===== src/ppi_regs.svh =====
// register offsets, field positions and reset values of the pad block
// assumes a classic wishbone slave with 32-bit data, byte addresses
`ifndef PPI_REGS_SVH
`define PPI_REGS_SVH
`define PPI_ADR_FUNC    8'h00
`define PPI_ADR_DIR     8'h04
`define PPI_ADR_DATA    8'h08
`define PPI_ADR_PUR     8'h0c
`define PPI_ADR_OD      8'h10
`define PPI_ADR_PIN     8'h14
`define PPI_ADR_SPUD    8'h18
`define PPI_ADR_ICTL    8'h1c
`define PPI_ADR_IST     8'h20
`define PPI_ADR_IMSK    8'h24
`define PPI_ADR_TXC     8'h28
`define PPI_RST_FUNC    6'h3f
`define PPI_RST_DIR     6'h00
`define PPI_RST_PUR     6'h3f
`define PPI_RST_OD      6'h00
`define PPI_SPUD_RX     0
`define PPI_SPUD_IRQ    1
`define PPI_ICTL_EDGEA  0
`define PPI_ICTL_EDGEB  1
`define PPI_TXC_OD      0
`define PPI_TXC_PUEN    1
`endif


===== src/ppi_pkg.sv =====
// types shared by the pad block files
// assumes the constants header is included by users
package ppi_pkg;
  typedef logic [5:0] ppi_port_t;
  typedef enum logic [1:0] {
    PPI_RUN  = 2'b01,
    PPI_LOWP = 2'b10
  } ppi_mode_e;
endpackage


===== src/ppi_pad_if.sv =====
// interface between the pad core and its per-pin pad control leaf
// assumes one clock domain
`timescale 1ns/1ps
interface ppi_pad_if #(parameter int N = 6);
  logic [N-1:0] outVal;
  logic [N-1:0] isOut;
  logic [N-1:0] openDrain;
  logic [N-1:0] pullEn;
  logic [N-1:0] padOut;
  logic [N-1:0] padOeN;
  logic [N-1:0] padPull;
  modport core (output outVal, isOut, openDrain, pullEn,
                input padOut, padOeN, padPull);
  modport pad  (input outVal, isOut, openDrain, pullEn,
                output padOut, padOeN, padPull);
endinterface


===== src/ppi_pad_ctl.sv =====
// combinational pad drive and pull-up gating for a group of pins
// assumes registered controls from the core; output enable active low
`timescale 1ns/1ps
module ppi_pad_ctl (
  ppi_pad_if.pad p
);
  // drive and pull-up per pin
  always_comb begin
    for (int i = 0; i < $bits(p.outVal); i++) begin
      p.padOut[i] = 1'b0;
      if (!p.isOut[i]) begin
        p.padOeN[i]  = 1'b1;
        p.padPull[i] = p.pullEn[i];
      end else if (p.openDrain[i]) begin
        // only low is driven
        p.padOeN[i]  = p.outVal[i];
        // low drops pull-up, high keeps enable
        p.padPull[i] = p.outVal[i] & p.pullEn[i];
      end else begin
        p.padOut[i]  = p.outVal[i];
        p.padOeN[i]  = 1'b0;
        p.padPull[i] = 1'b0; // push-pull never pulls
      end
    end
  end
endmodule


===== src/ppi_pad_pullup_irq.sv =====
// pad pull-up control, timer/port pin mux and external interrupt inputs
// assumes wishbone classic master on mclk, pins asynchronous to mclk
`timescale 1ns/1ps
`include "ppi_regs.svh"
module ppi_pad_pullup_irq #(
  parameter int NPORT = 6
) (
  input  wire logic              mclk,
  input  wire logic              rst,
  input  wire logic [7:0]        wb_adr_i,
  input  wire logic [31:0]       wb_dat_i,
  input  wire logic [3:0]        wb_sel_i,
  input  wire logic              wb_we_i,
  input  wire logic              wb_cyc_i,
  input  wire logic              wb_stb_i,
  output logic      [31:0]       wb_dat_o,
  output logic                   wb_ack_o,
  output logic                   wb_err_o,
  input  wire logic              lowPowerMode,
  input  wire logic [NPORT-1:0]  timerOut,
  input  wire logic [NPORT-1:0]  timerOutEn,
  output logic      [NPORT-1:0]  timerIn,
  input  wire logic [NPORT-1:0]  portPinIn,
  output logic      [NPORT-1:0]  portPinOut,
  output logic      [NPORT-1:0]  portPinOeN,
  output logic      [NPORT-1:0]  portPinPull,
  output logic                   busTxOut,
  output logic                   busTxOeN,
  output logic                   busTxPull,
  input  wire logic              busTxData,
  output logic                   busRxPull,
  input  wire logic              extIntReqAN,
  input  wire logic              extIntReqBN,
  output logic                   extIntPull,
  output logic      [1:0]        extIntReq,
  output logic                   irq
);
  logic [NPORT-1:0] funcTimer_reg;
  logic [NPORT-1:0] portDir_reg;
  logic [NPORT-1:0] portData_reg;
  logic [NPORT-1:0] portPullEn_reg;
  logic [NPORT-1:0] portOd_reg;
  logic [1:0]       sysPud_reg;
  logic [1:0]       intEdge_reg;
  logic [1:0]       intStat_reg;
  logic [1:0]       intStat_next;
  logic [1:0]       intMask_reg;
  logic [1:0]       txCfg_reg;
  logic [NPORT-1:0] pinMeta_reg;
  logic [NPORT-1:0] pinSync_reg;
  logic [1:0]       intMeta_reg;
  logic [1:0]       intSync_reg;
  logic [1:0]       intPrev_reg;
  logic [1:0]       intLevel;
  logic [1:0]       intEvent;
  logic             wbReq;
  logic             wbHit;
  logic             wrEn;
  logic             rdStat;
  logic [31:0]      rdData;
  ppi_pkg::ppi_mode_e mode;
  ppi_pad_if #(.N(NPORT)) portIf ();
  ppi_pad_if #(.N(1))     txIf ();

  // byte-lane merge of a narrow register
  function automatic logic [5:0] merge6(input logic [5:0] old,
                                        input logic [31:0] d,
                                        input logic [3:0] sel);
    merge6 = sel[0] ? d[5:0] : old;
  endfunction

  function automatic logic [1:0] merge2(input logic [1:0] old,
                                        input logic [31:0] d,
                                        input logic [3:0] sel);
    merge2 = sel[0] ? d[1:0] : old;
  endfunction

  // bus decode; one wait state so ack drops between accesses
  assign wbReq  = wb_cyc_i & wb_stb_i & ~wb_ack_o & ~wb_err_o;
  always_comb begin
    wbHit  = 1'b1;
    rdData = 32'h0000_0000;
    case (wb_adr_i)
      `PPI_ADR_FUNC: rdData[NPORT-1:0] = funcTimer_reg;
      `PPI_ADR_DIR:  rdData[NPORT-1:0] = portDir_reg;
      `PPI_ADR_DATA: rdData[NPORT-1:0] = portData_reg;
      `PPI_ADR_PUR:  rdData[NPORT-1:0] = portPullEn_reg;
      `PPI_ADR_OD:   rdData[NPORT-1:0] = portOd_reg;
      `PPI_ADR_PIN:  rdData[NPORT-1:0] = pinSync_reg;
      `PPI_ADR_SPUD: rdData[1:0] = sysPud_reg;
      `PPI_ADR_ICTL: rdData[1:0] = intEdge_reg;
      `PPI_ADR_IST:  rdData[1:0] = intStat_reg;
      `PPI_ADR_IMSK: rdData[1:0] = intMask_reg;
      `PPI_ADR_TXC:  rdData[1:0] = txCfg_reg;
      default:       wbHit = 1'b0;
    endcase
  end
  assign wrEn   = wbReq & wbHit & wb_we_i;
  assign rdStat = wbReq & wbHit & ~wb_we_i & (wb_adr_i == `PPI_ADR_IST);

  // answer: ack for mapped, err for unmapped
  always_ff @(posedge mclk) begin
    if (rst) begin
      wb_ack_o <= 1'b0;
      wb_err_o <= 1'b0;
      wb_dat_o <= 32'h0000_0000;
    end else begin
      wb_ack_o <= wbReq & wbHit;
      wb_err_o <= wbReq & ~wbHit;
      wb_dat_o <= (wbReq & wbHit & ~wb_we_i) ? rdData : 32'h0000_0000;
    end
  end

  // port and mux control registers
  always_ff @(posedge mclk) begin
    if (rst) begin
      funcTimer_reg  <= `PPI_RST_FUNC;
      portDir_reg    <= `PPI_RST_DIR;
      portData_reg   <= 6'h00;
      portPullEn_reg <= `PPI_RST_PUR;
      portOd_reg     <= `PPI_RST_OD;
    end else if (wrEn) begin
      case (wb_adr_i)
        `PPI_ADR_FUNC: funcTimer_reg <= merge6(funcTimer_reg, wb_dat_i,
                                               wb_sel_i);
        // per-bit direction
        `PPI_ADR_DIR:  portDir_reg <= merge6(portDir_reg, wb_dat_i,
                                             wb_sel_i);
        `PPI_ADR_DATA: portData_reg <= merge6(portData_reg, wb_dat_i,
                                              wb_sel_i);
        `PPI_ADR_PUR:  portPullEn_reg <= merge6(portPullEn_reg, wb_dat_i,
                                                wb_sel_i);
        `PPI_ADR_OD:   portOd_reg <= merge6(portOd_reg, wb_dat_i,
                                            wb_sel_i);
        default: ;
      endcase
    end
  end

  // system pull-up disable, interrupt control and transmit config
  always_ff @(posedge mclk) begin
    if (rst) begin
      sysPud_reg  <= 2'h0; // pull-ups on at reset
      intEdge_reg <= 2'h0;
      intMask_reg <= 2'h0;
      txCfg_reg   <= 2'h3; // open-drain, pull-up on
    end else if (wrEn) begin
      case (wb_adr_i)
        `PPI_ADR_SPUD: sysPud_reg <= merge2(sysPud_reg, wb_dat_i, wb_sel_i);
        `PPI_ADR_ICTL: intEdge_reg <= merge2(intEdge_reg, wb_dat_i,
                                             wb_sel_i);
        `PPI_ADR_IMSK: intMask_reg <= merge2(intMask_reg, wb_dat_i,
                                             wb_sel_i);
        `PPI_ADR_TXC:  txCfg_reg <= merge2(txCfg_reg, wb_dat_i, wb_sel_i);
        default: ;
      endcase
    end
  end

  // pin input synchronisers; first stage feeds only the second
  always_ff @(posedge mclk) begin
    if (rst) begin
      pinMeta_reg <= 6'h3f;
      pinSync_reg <= 6'h3f;
      intMeta_reg <= 2'h3;
      intSync_reg <= 2'h3;
    end else begin
      pinMeta_reg <= portPinIn;
      pinSync_reg <= pinMeta_reg;
      intMeta_reg <= {extIntReqBN, extIntReqAN};
      intSync_reg <= intMeta_reg;
    end
  end

  assign mode = lowPowerMode ? ppi_pkg::PPI_LOWP : ppi_pkg::PPI_RUN;

  // request path: raw pin in low-power mode so the request skips the synchroniser
  always_comb begin
    case (mode)
      ppi_pkg::PPI_LOWP: intLevel = ~{extIntReqBN, extIntReqAN};
      ppi_pkg::PPI_RUN:  intLevel = ~intSync_reg;
      default:           intLevel = ~intSync_reg;
    endcase
  end

  // level or falling edge, active low request
  assign intEvent = (intEdge_reg & ~intPrev_reg & intLevel)
                  | (~intEdge_reg & intLevel);

  // sticky status, set wins over read-clear
  always_comb begin
    intStat_next = rdStat ? 2'h0 : intStat_reg;
    intStat_next = intStat_next | intEvent;
  end

  always_ff @(posedge mclk) begin
    if (rst) begin
      intPrev_reg <= 2'h0;
      intStat_reg <= 2'h0;
      extIntReq   <= 2'h0;
      irq         <= 1'b0;
    end else begin
      intPrev_reg <= intLevel;
      intStat_reg <= intStat_next;
      extIntReq   <= intEvent;
      irq         <= |(intStat_next & intMask_reg);
    end
  end

  // pad leaf control: port mode when function bit cleared
  always_comb begin
    for (int i = 0; i < NPORT; i++) begin
      portIf.isOut[i]  = funcTimer_reg[i] ? timerOutEn[i]
                                          : portDir_reg[i];
      portIf.outVal[i] = funcTimer_reg[i] ? timerOut[i] : portData_reg[i];
    end
  end
  assign portIf.openDrain = portOd_reg;
  assign portIf.pullEn    = portPullEn_reg;
  assign txIf.isOut       = 1'b1;
  assign txIf.outVal      = busTxData;
  assign txIf.openDrain   = txCfg_reg[`PPI_TXC_OD];
  assign txIf.pullEn      = txCfg_reg[`PPI_TXC_PUEN];

  ppi_pad_ctl u_port (.p(portIf));
  ppi_pad_ctl u_tx   (.p(txIf));

  // registered pad outputs; one cycle behind controls
  always_ff @(posedge mclk) begin
    if (rst) begin
      portPinOut  <= 6'h00;
      portPinOeN  <= 6'h3f;
      portPinPull <= 6'h3f;
      busTxOut    <= 1'b0;
      busTxOeN    <= 1'b1;
      busTxPull   <= 1'b1;
      busRxPull   <= 1'b1;
      extIntPull  <= 1'b1;
      timerIn     <= 6'h3f;
    end else begin
      portPinOut  <= portIf.padOut;
      portPinOeN  <= portIf.padOeN;
      portPinPull <= portIf.padPull;
      busTxOut    <= txIf.padOut[0];
      busTxOeN    <= txIf.padOeN[0];
      busTxPull   <= txIf.padPull[0];
      busRxPull   <= ~sysPud_reg[`PPI_SPUD_RX];
      extIntPull  <= ~sysPud_reg[`PPI_SPUD_IRQ];
      timerIn     <= pinSync_reg;
    end
  end

  a_od_low_nopull: assert property (@(posedge mclk) disable iff (rst)
    (portIf.isOut[0] && portIf.openDrain[0] && !portIf.outVal[0])
    |=> !portPinPull[0] && !portPinOeN[0])
    else $error("open-drain low kept pull-up");
  a_od_high_pull: assert property (@(posedge mclk) disable iff (rst)
    (portIf.isOut[0] && portIf.openDrain[0] && portIf.outVal[0])
    |=> portPinOeN[0] && (portPinPull[0] == $past(portPullEn_reg[0])))
    else $error("open-drain high pull wrong");
  a_pp_nopull: assert property (@(posedge mclk) disable iff (rst)
    (portIf.isOut[1] && !portIf.openDrain[1]) |=> !portPinPull[1])
    else $error("push-pull kept pull-up");
  a_tx_reset_cfg: assert property (@(posedge mclk)
    $fell(rst) |-> txCfg_reg == 2'h3)
    else $error("transmit pin not open-drain with pull-up");
  a_func_reset: assert property (@(posedge mclk)
    $fell(rst) |-> funcTimer_reg == 6'h3f && portPinOeN == 6'h3f)
    else $error("shared pins not timer inputs after reset");
  a_pur_clear: assert property (@(posedge mclk) disable iff (rst)
    (!portPullEn_reg[2]) |=> !portPinPull[2])
    else $error("cleared pull-up bit left pull-up on");
  a_lowp_async: assert property (@(posedge mclk) disable iff (rst)
    (lowPowerMode && intEdge_reg[0] == 1'b0 && !extIntReqAN)
    |=> extIntReq[0])
    else $error("low-power request not taken directly");
  a_run_sync: assert property (@(posedge mclk) disable iff (rst)
    (!lowPowerMode && !intEdge_reg[0]) [*3] ##0 $fell(extIntReqAN)
    ##0 intSync_reg[0] |=> !extIntReq[0])
    else $error("run request not synchronised");
  a_edge_once: assert property (@(posedge mclk) disable iff (rst)
    (intEdge_reg[1] && intPrev_reg[1] && intLevel[1]) |=> !extIntReq[1])
    else $error("edge mode repeated on held level");
  a_irq_pull: assert property (@(posedge mclk) disable iff (rst)
    sysPud_reg[`PPI_SPUD_IRQ] |=> !extIntPull)
    else $error("interrupt pull-up not disabled");
  a_rx_pull: assert property (@(posedge mclk) disable iff (rst)
    sysPud_reg[`PPI_SPUD_RX] |=> !busRxPull)
    else $error("receive pull-up not disabled");
  // pad flops lag the config by one cycle, so judge by last cycle's mode
  a_od_nodrive: assert property (@(posedge mclk) disable iff (rst)
    (busTxOeN == 1'b0 && $past(txCfg_reg[`PPI_TXC_OD]))
    |-> busTxOut == 1'b0)
    else $error("open-drain drove high");

  c_irq_fire: cover property (@(posedge mclk) disable iff (rst) $rose(irq));
  c_edge_a: cover property (@(posedge mclk) disable iff (rst)
    intEdge_reg[0] && extIntReq[0]);
  c_port_out: cover property (@(posedge mclk) disable iff (rst)
    !funcTimer_reg[0] && portDir_reg[0] && !portPinOeN[0]);
  c_lowp_wake: cover property (@(posedge mclk) disable iff (rst)
    lowPowerMode && extIntReq[1]);
endmodule


===== config.mk =====
export PLATFORM = sky130hd
export DESIGN_NAME = ppi_pad_pullup_irq
export DESIGN_NICKNAME = d
export VERILOG_FILES = /design/src/ppi_pkg.sv /design/src/ppi_pad_if.sv /design/src/ppi_pad_ctl.sv /design/src/ppi_pad_pullup_irq.sv
export VERILOG_INCLUDE_DIRS = /design/src /design/src/src
export SDC_FILE = /design/constraint.sdc
export NUM_CORES = 1
export LEC_CHECK = 0
export BUFFER_PORTS_ARGS = -buffer_cell sky130_fd_sc_hd__buf_2
export CAP_MARGIN = 0
export CELL_PAD_IN_SITES_DETAIL_PLACEMENT = 0
export CELL_PAD_IN_SITES_GLOBAL_PLACEMENT = 1
export CORE_MARGIN = 4
export CORE_UTILIZATION = 33
export DETAILED_ROUTE_END_ITERATION = 10
export GPL_ROUTABILITY_DRIVEN = 0
export GPL_TIMING_DRIVEN = 1
export HOLD_SLACK_MARGIN = 0.02
export PLACE_DENSITY = 0.85
export SYNTH_ARGS = -nofsm -noshare
export SYNTH_HDL_FRONTEND = slang
export SYNTH_HIERARCHICAL = 1
export SYNTH_SLANG_ARGS = --single-unit

===== constraint.sdc =====
create_clock -name mclk -period 1.94 [get_ports mclk]
set_clock_uncertainty 0.2 [all_clocks]
set_input_delay 0.097 -clock mclk [delete_from_list [all_inputs] [get_ports mclk]]
set_output_delay 0.097 -clock mclk [all_outputs]
set_load 0.03 [all_outputs]

==> results of run 1 <==
[power groups by stage]
stage | Clock (W) | Combinational (W) | Sequential (W)
after CTS | 0.00184 | 0.000476 | 0.00208
after global placement | 0 | 0.000429 | 0.00212
after global routing | 0.00192 | 0.000519 | 0.00208
after detailed placement | 0 | 0.000436 | 0.00212
final | 0.00180 | 0.000481 | 0.00208
after floorplan | 0 | 0.000277 | 0.00217
[layout by cell type, fill, tap and decap left out, drive strengths merged, types with 3 or more instances in the layout]
master and instances:
a211o 12, nor2 32, dfxtp 98, dlygate4sd3 22, nand4 3, mux2 12
or3 6, conb 29, a21oi 30, clkbuf 12, o21ai 29, nor3 5
a22oi 3, inv 10, a21boi 9, o22ai 4, mux2i 14, or2 37
nand3 3, nand2b 6, nor2b 13, nand2 54, buf 110
[cell families (layout without fill, tap and decap cells)]
logic type / Yosys count / in the layout / synth area share [%]
buffers and inverters: 61 / 159 / 8.44
flip-flops: 98 / 98 / 47.1
other: 2 / 29 / 0.180
multiplexers: 28 / 28 / 7.69
AO/OA/AOI/OAI: 97 / 97 / 15.0
AND/OR/NAND/NOR: 169 / 170 / 21.7
[stage by stage]
| stage | instance area (um2) | total power [W] | cells | hold WS, ns | utilization [%] |
|---|---|---|---|---|---|
| after floorplan | 4270 | 0.00245 | 482 | 0.000811 | - |
| after global placement | 4790 | 0.00255 | 708 | 0.0817 | 39.2 |
| after detailed placement | 4790 | 0.00256 | 708 | 0.0867 | 39.2 |
| after CTS | 5320 | 0.00439 | 747 | 0.0266 | 43.6 |
| after global routing | 5380 | 0.00452 | 749 | 0.0537 | 44.1 |
| final | 5380 | 0.00435 | 749 | 0.0348 | 44.1 |
[timing repair]
action / 4_1_cts / 5_1_grt
endpoints found under the hold margin: 54 / 0
hold buffers: 23 / 0
gates resized for setup: 0 / 12
buffers inserted: 0 / 2
setup endpoints to repair: 0 / 25
[layout make-up]
class	count	area, um2
Clock buffer	12	256
Timing Repair Buffer	133	862
Tap cell	168	210
Multi-Input combinational cell	324	2000
Inverter	10	37.5
Fill cell	1207	6830
Sequential cell	98	1970
Clock inverter	4	50.0
[metal layers]
metal  share of wire [%]  vias to the layer above
li1                    -                     1731
met1                  44                     1693
met2                  47                      109
met3                 7.5                       13
met4                 1.4                        0
met5                   0                        -
[worst max-delay path by stage]
stage,start,endpoint,slack [ns],cells after the start
after floorplan,wb_ack_o,portIf.pullEn[4],-0.007,5
after global placement,wb_adr_i[1],irq,0.008,6
after detailed placement,wb_adr_i[1],irq,-0.03,6
after CTS,wb_adr_i[6],portIf.pullEn[4],0.004,6
after global routing,wb_err_o,funcTimer_reg[5],-0.05,4
final,wb_err_o,funcTimer_reg[5],0.01,4
[critical path, stage by stage, from the launching register on]
cell	delay [ns]
dfxtp_2	0.32
and4bb_4	0.38
nand4_4	0.14
or3_4	0.46
a211o_1	0.32
==> reports/summary.txt, run 1 <==
Worst min-delay path class: in2reg
Worst path required time: 1.96 ns
Syn_area_per_cell: 9.16 um2
Worst r2r path cells: 4
Post-Route WL: 11.1 mm
First-pass GRT wire length: 17.5 mm
Routed vias/inst: 4.73
Die Y: 120 um
Share of Yosys cell area claimed by the top area cell type: 47.1%
F_max: 519 MHz
Die width: 120 um
Final HPWL DP: 7.93 mm
Switching share of power: 23.9%
Area of the mapped netlist: 4170 um2
DRT antenna net count: 0
Worst setup margin: 0.0149 ns
DR iter-0 viols: 196
IO buf count: 81
Grt met2 use: 24.8%
Slew Viols, Final: 0
Flop2flop setup slack: 0.01 ns
Post-synthesis cell type count: 47
Max_cap viols: 0
Area leader, netlist: dfxtp_1
CTS HTree Levels: 3
NetSw: 0.00104 W
Tcrit/Tclk final: 99.2%
Worst vdd ir: 0.449 mV
Critical path class: reg2reg
Clock sink count: 98
Post-place setup slack: -0.0273 ns
Synth top area cells: dfxtp_1 (47%), or2_2 (5.4%), nand2_1 (4.9%), buf_4 (4.7%), a21oi_1 (3.6%)
Total GRT Usage: 15.2%
Cell with the most instances after synthesis: dfxtp_1
Antenna diode count: 0
Number of remaining DRC errors: 0
Reg clk slew, reported paths: 0.06 ns
Max FO, Critical Path: 12
Lkg Pwr: 2.21 nW
Nets: 647
Arrival time at the worst endpoint: 1.95 ns
Synth cell count leaders: dfxtp_1 (98), nand2_1 (54), or2_2 (36), nor2_1 (32), a21oi_1 (30)
CP endpoint kind: flip-flop
Status: finished, final reports clean
Post-synth EDFFs: 0
Core area: 12,200 um2
Area grow syn2layout: 29.2%
Core Rows: 40
CTS buffer count: 9
Met1 Usage GRT: 19.3%
Tmin final: 1.93 ns
Drt wl/cell: 14.9 um
Combinational power share: 11.1%
RSZ-0062 raised after global routing: true
Crit Reg-Reg Endpoint: funcTimer_reg[5]
Asr flop ratio synth: 0%
Register area share after synthesis: 47.1%
Hold path depth: 4
Final Hold Violating Endpoints: 0
Commonest register cell after synthesis: dfxtp_1
CTS tree: done
FF-to-FF Start: wb_err_o
TNS Setup: 0 ns
Initial Utilization: 34.1%
Pre-antenna DRT Iters: 5
Finish-stage setup viols: 0
Vias in the first global route: 3,430
Min-Delay Endpoint: irq
Synth Register Bits: 98
Pin count of the biggest net entering global routing: 50
Startpoint Class: flip-flop
Clock Path Buffers: 2
Hold Startpoint: wb_we_i
Antenna violations before repair: 0
Clk_lat worst skew: 0.34 ns
Power Internal: 0.00331 W
Synth warn: 6
IO Pins: 137
GRT busiest layer: met2
Clk network pwr share: 41.3%
Cell Pwr Density: 808 nW/um2
Met3 usage in global routing: 3.88%
Via count: 3,546
Share of layout cells above drive strength 1: 34.4%
CTS root buffer: clkbuf_16
Total gr overflow: 0
Seq pwr share: 47.7%
Die area: 14,500 um2
Cells after Synth: 455
(Power assumes the default switching activity.)
==> inputs of run 2 (changes only) <==
--- a/config.mk
+++ b/config.mk
@@ -11,12 +11,12 @@
 export CELL_PAD_IN_SITES_DETAIL_PLACEMENT = 0
 export CELL_PAD_IN_SITES_GLOBAL_PLACEMENT = 1
 export CORE_MARGIN = 4
-export CORE_UTILIZATION = 33
+export CORE_UTILIZATION = 40
 export DETAILED_ROUTE_END_ITERATION = 10
 export GPL_ROUTABILITY_DRIVEN = 0
 export GPL_TIMING_DRIVEN = 1
 export HOLD_SLACK_MARGIN = 0.02
-export PLACE_DENSITY = 0.85
+export PLACE_DENSITY = 0.95
 export SYNTH_ARGS = -nofsm -noshare
 export SYNTH_HDL_FRONTEND = slang
 export SYNTH_HIERARCHICAL = 1
==> constraint.sdc (replaced) <==
create_clock -name mclk -period 2.4 [get_ports mclk]
set_clock_uncertainty 0.2 [all_clocks]
set_input_delay 0.12 -clock mclk [delete_from_list [all_inputs] [get_ports mclk]]
set_output_delay 0.12 -clock mclk [all_outputs]
set_load 0.03 [all_outputs]
==> run 2 against run 1 <==
Setup slack better by 0.11 ns. Total power is 30% lower. Final area is 5.7% lower. Sequential share of layout area is 2.1 points higher. Final cell count is 6.5% lower. Global-route usage is 1.9 points higher. Largest cell class is now sequential cells. Highest routed layer unchanged.
==> reports/summary.txt, run 2 (same netlist as run 1, synthesis figures left out) <==
Pre-antenna DRT Iters: 5 (unchanged)
Postcts setup bufs: 0 (unchanged)
Grt met2 use: 27.8% (+3.1 points)
Die Y: 110 um (-8.6%)
Number of remaining DRC errors: 0 (unchanged)
Antenna diode count: 0 (unchanged)
Arrival time at the worst endpoint: 2.32 ns (+0.37 ns)
CTS buffer count: 9 (unchanged)
Nets: 633 (-2.2%)
Tcrit/Tclk final: 94.8%
Max FO, Critical Path: 14 (+2)
Worst vdd ir: 0.303 mV (-33%)
Clock Path Buffers: 2 (unchanged)
Power Total: 0.00304 W (-30%)
Die area: 12,100 um2 (-16%)
Initial Utilization: 41.9% (+7.7 points)
Die width: 110 um (-8.6%)
Drt wl/cell: 14.7 um (-1.2%)
Placed Area: 4620 um2 (-3.5%)
Share of layout cells above drive strength 1: 30.3% (-4.1 points)
Tmin final: 2.27 ns
CTS tree: done
Worst path required time: 2.45 ns (+0.49 ns)
Critical path class: in2reg
RSZ-0062 raised after global routing: false
DRT antenna net count: 0 (unchanged)
Startpoint Class: input pin
Clk_lat worst skew: 0.36 ns (+0.02 ns)
Routed vias/inst: 4.93 (+4.2%)
GRT busiest layer: met2
Pin count of the biggest net entering global routing: 48 (-4.0%)
Vias in the first global route: 3,361 (-2.0%)
F_max: 440 MHz
Via count: 3,453 (-2.6%)
Status: finished, final reports clean
Area grow syn2layout: 21.8%
Clock sink count: 98 (unchanged)
Final HPWL DP: 7.31 mm (-7.8%)
IO buf count: 81 (unchanged)
DR iter-0 viols: 229 (+17%)
CP endpoint kind: flip-flop
Slew Viols, Final: 0 (unchanged)
Post-Route WL: 10.3 mm (-7.6%)
Finish-stage setup viols: 0 (unchanged)
Total GRT Usage: 17.1% (+1.9 points)
Cell Pwr Density: 599 nW/um2 (-26%)
First-pass GRT wire length: 16.0 mm (-8.5%)
CTS root buffer: clkbuf_8
Worst min-delay path class: in2reg
Met1 Usage GRT: 21.3% (+2.0 points)
Max_cap viols: 0 (unchanged)
TNS Setup: 0 ns (unchanged)
Antenna violations before repair: 0 (unchanged)
Reg clk slew, reported paths: 0.09 ns (+0.03 ns)
Core area: 9950 um2 (-18%)
Total gr overflow: 0 (unchanged)
Most common cell after layout, fill and taps aside: dfxtp_1
CTS HTree Levels: 3 (unchanged)
Fin area: 5070 um2 (-5.7%)
Core Rows: 36 (-10%)
Lkg Pwr: 2.08 nW (-5.8%)
Met3 usage in global routing: 4.19% (+0.31 points)
IO Pins: 137 (unchanged)
Final Hold Violating Endpoints: 0 (unchanged)
Most frequent cells in the layout: dfxtp_1 (98), buf_2 (81), nand2_1 (54), or2_2 (36), nor2_1 (32)
## run 2: repair_timing
item / in CTS / in global routing
endpoints found under the hold margin: 58 / 0
resized for setup: 0 / 1
hold buffers: 27 / 0
setup endpoints to repair: 0 / 1
## run 2: layout make-up
cell class	count	area (um2)
Fill cell	935	4880
Sequential cell	98	1960
Clock buffer	14	173
Clock inverter	2	10.0
Inverter	10	37.5
Tap cell	133	166
Timing Repair Buffer	120	766
Multi-Input combinational cell	323	1960
## run 2: worst max-delay path, stage by stage
cell and delay, ns:
dlygate4sd3_1 0.53, buf_2 0.14, or2_4 0.28, or3_4 0.43
or3_1 0.44, a222oi_1 0.32, inv_1 0.06
## run 2: layer usage
metal  routed length (um)  vias to the layer above
li1                     -                     1702
met1                 4660                     1589
met2                 4570                      142
met3                  812                       20
met4                  252                        0
met5                    0                        -
## run 2: path summary, 6_finish.rpt
check,slack [ns],depth (start not counted),to,from
min,0.04,4,wb_dat_o[5],wb_adr_i[4]
max reg2reg,0.33,4,portIf.pullEn[5],wb_err_o
min reg2reg,0.22,1,pinSync_reg[5],pinMeta_reg[5]
max,0.13,7,irq,wb_adr_i[1]
## run 2: power breakdown
group | internal, W | switching (W)
combinational | 0.000141 | 0.000233
sequential | 0.00166 | 0.0000127
clock | 0.000460 | 0.000528
total | 0.00226 | 0.000774
## run 2: stage by stage
step                hold WS [ns]  setup WS (ns)  util, %  instances
global placement           0.106          0.307     46.4        657
finish                    0.0390          0.125     51.0        700
detailed placement         0.108          0.307     46.4        657
CTS                       0.0201          0.127     50.9        700
global route              0.0537         0.0511     51.0        700
floorplan                 0.0238          0.355        -        482
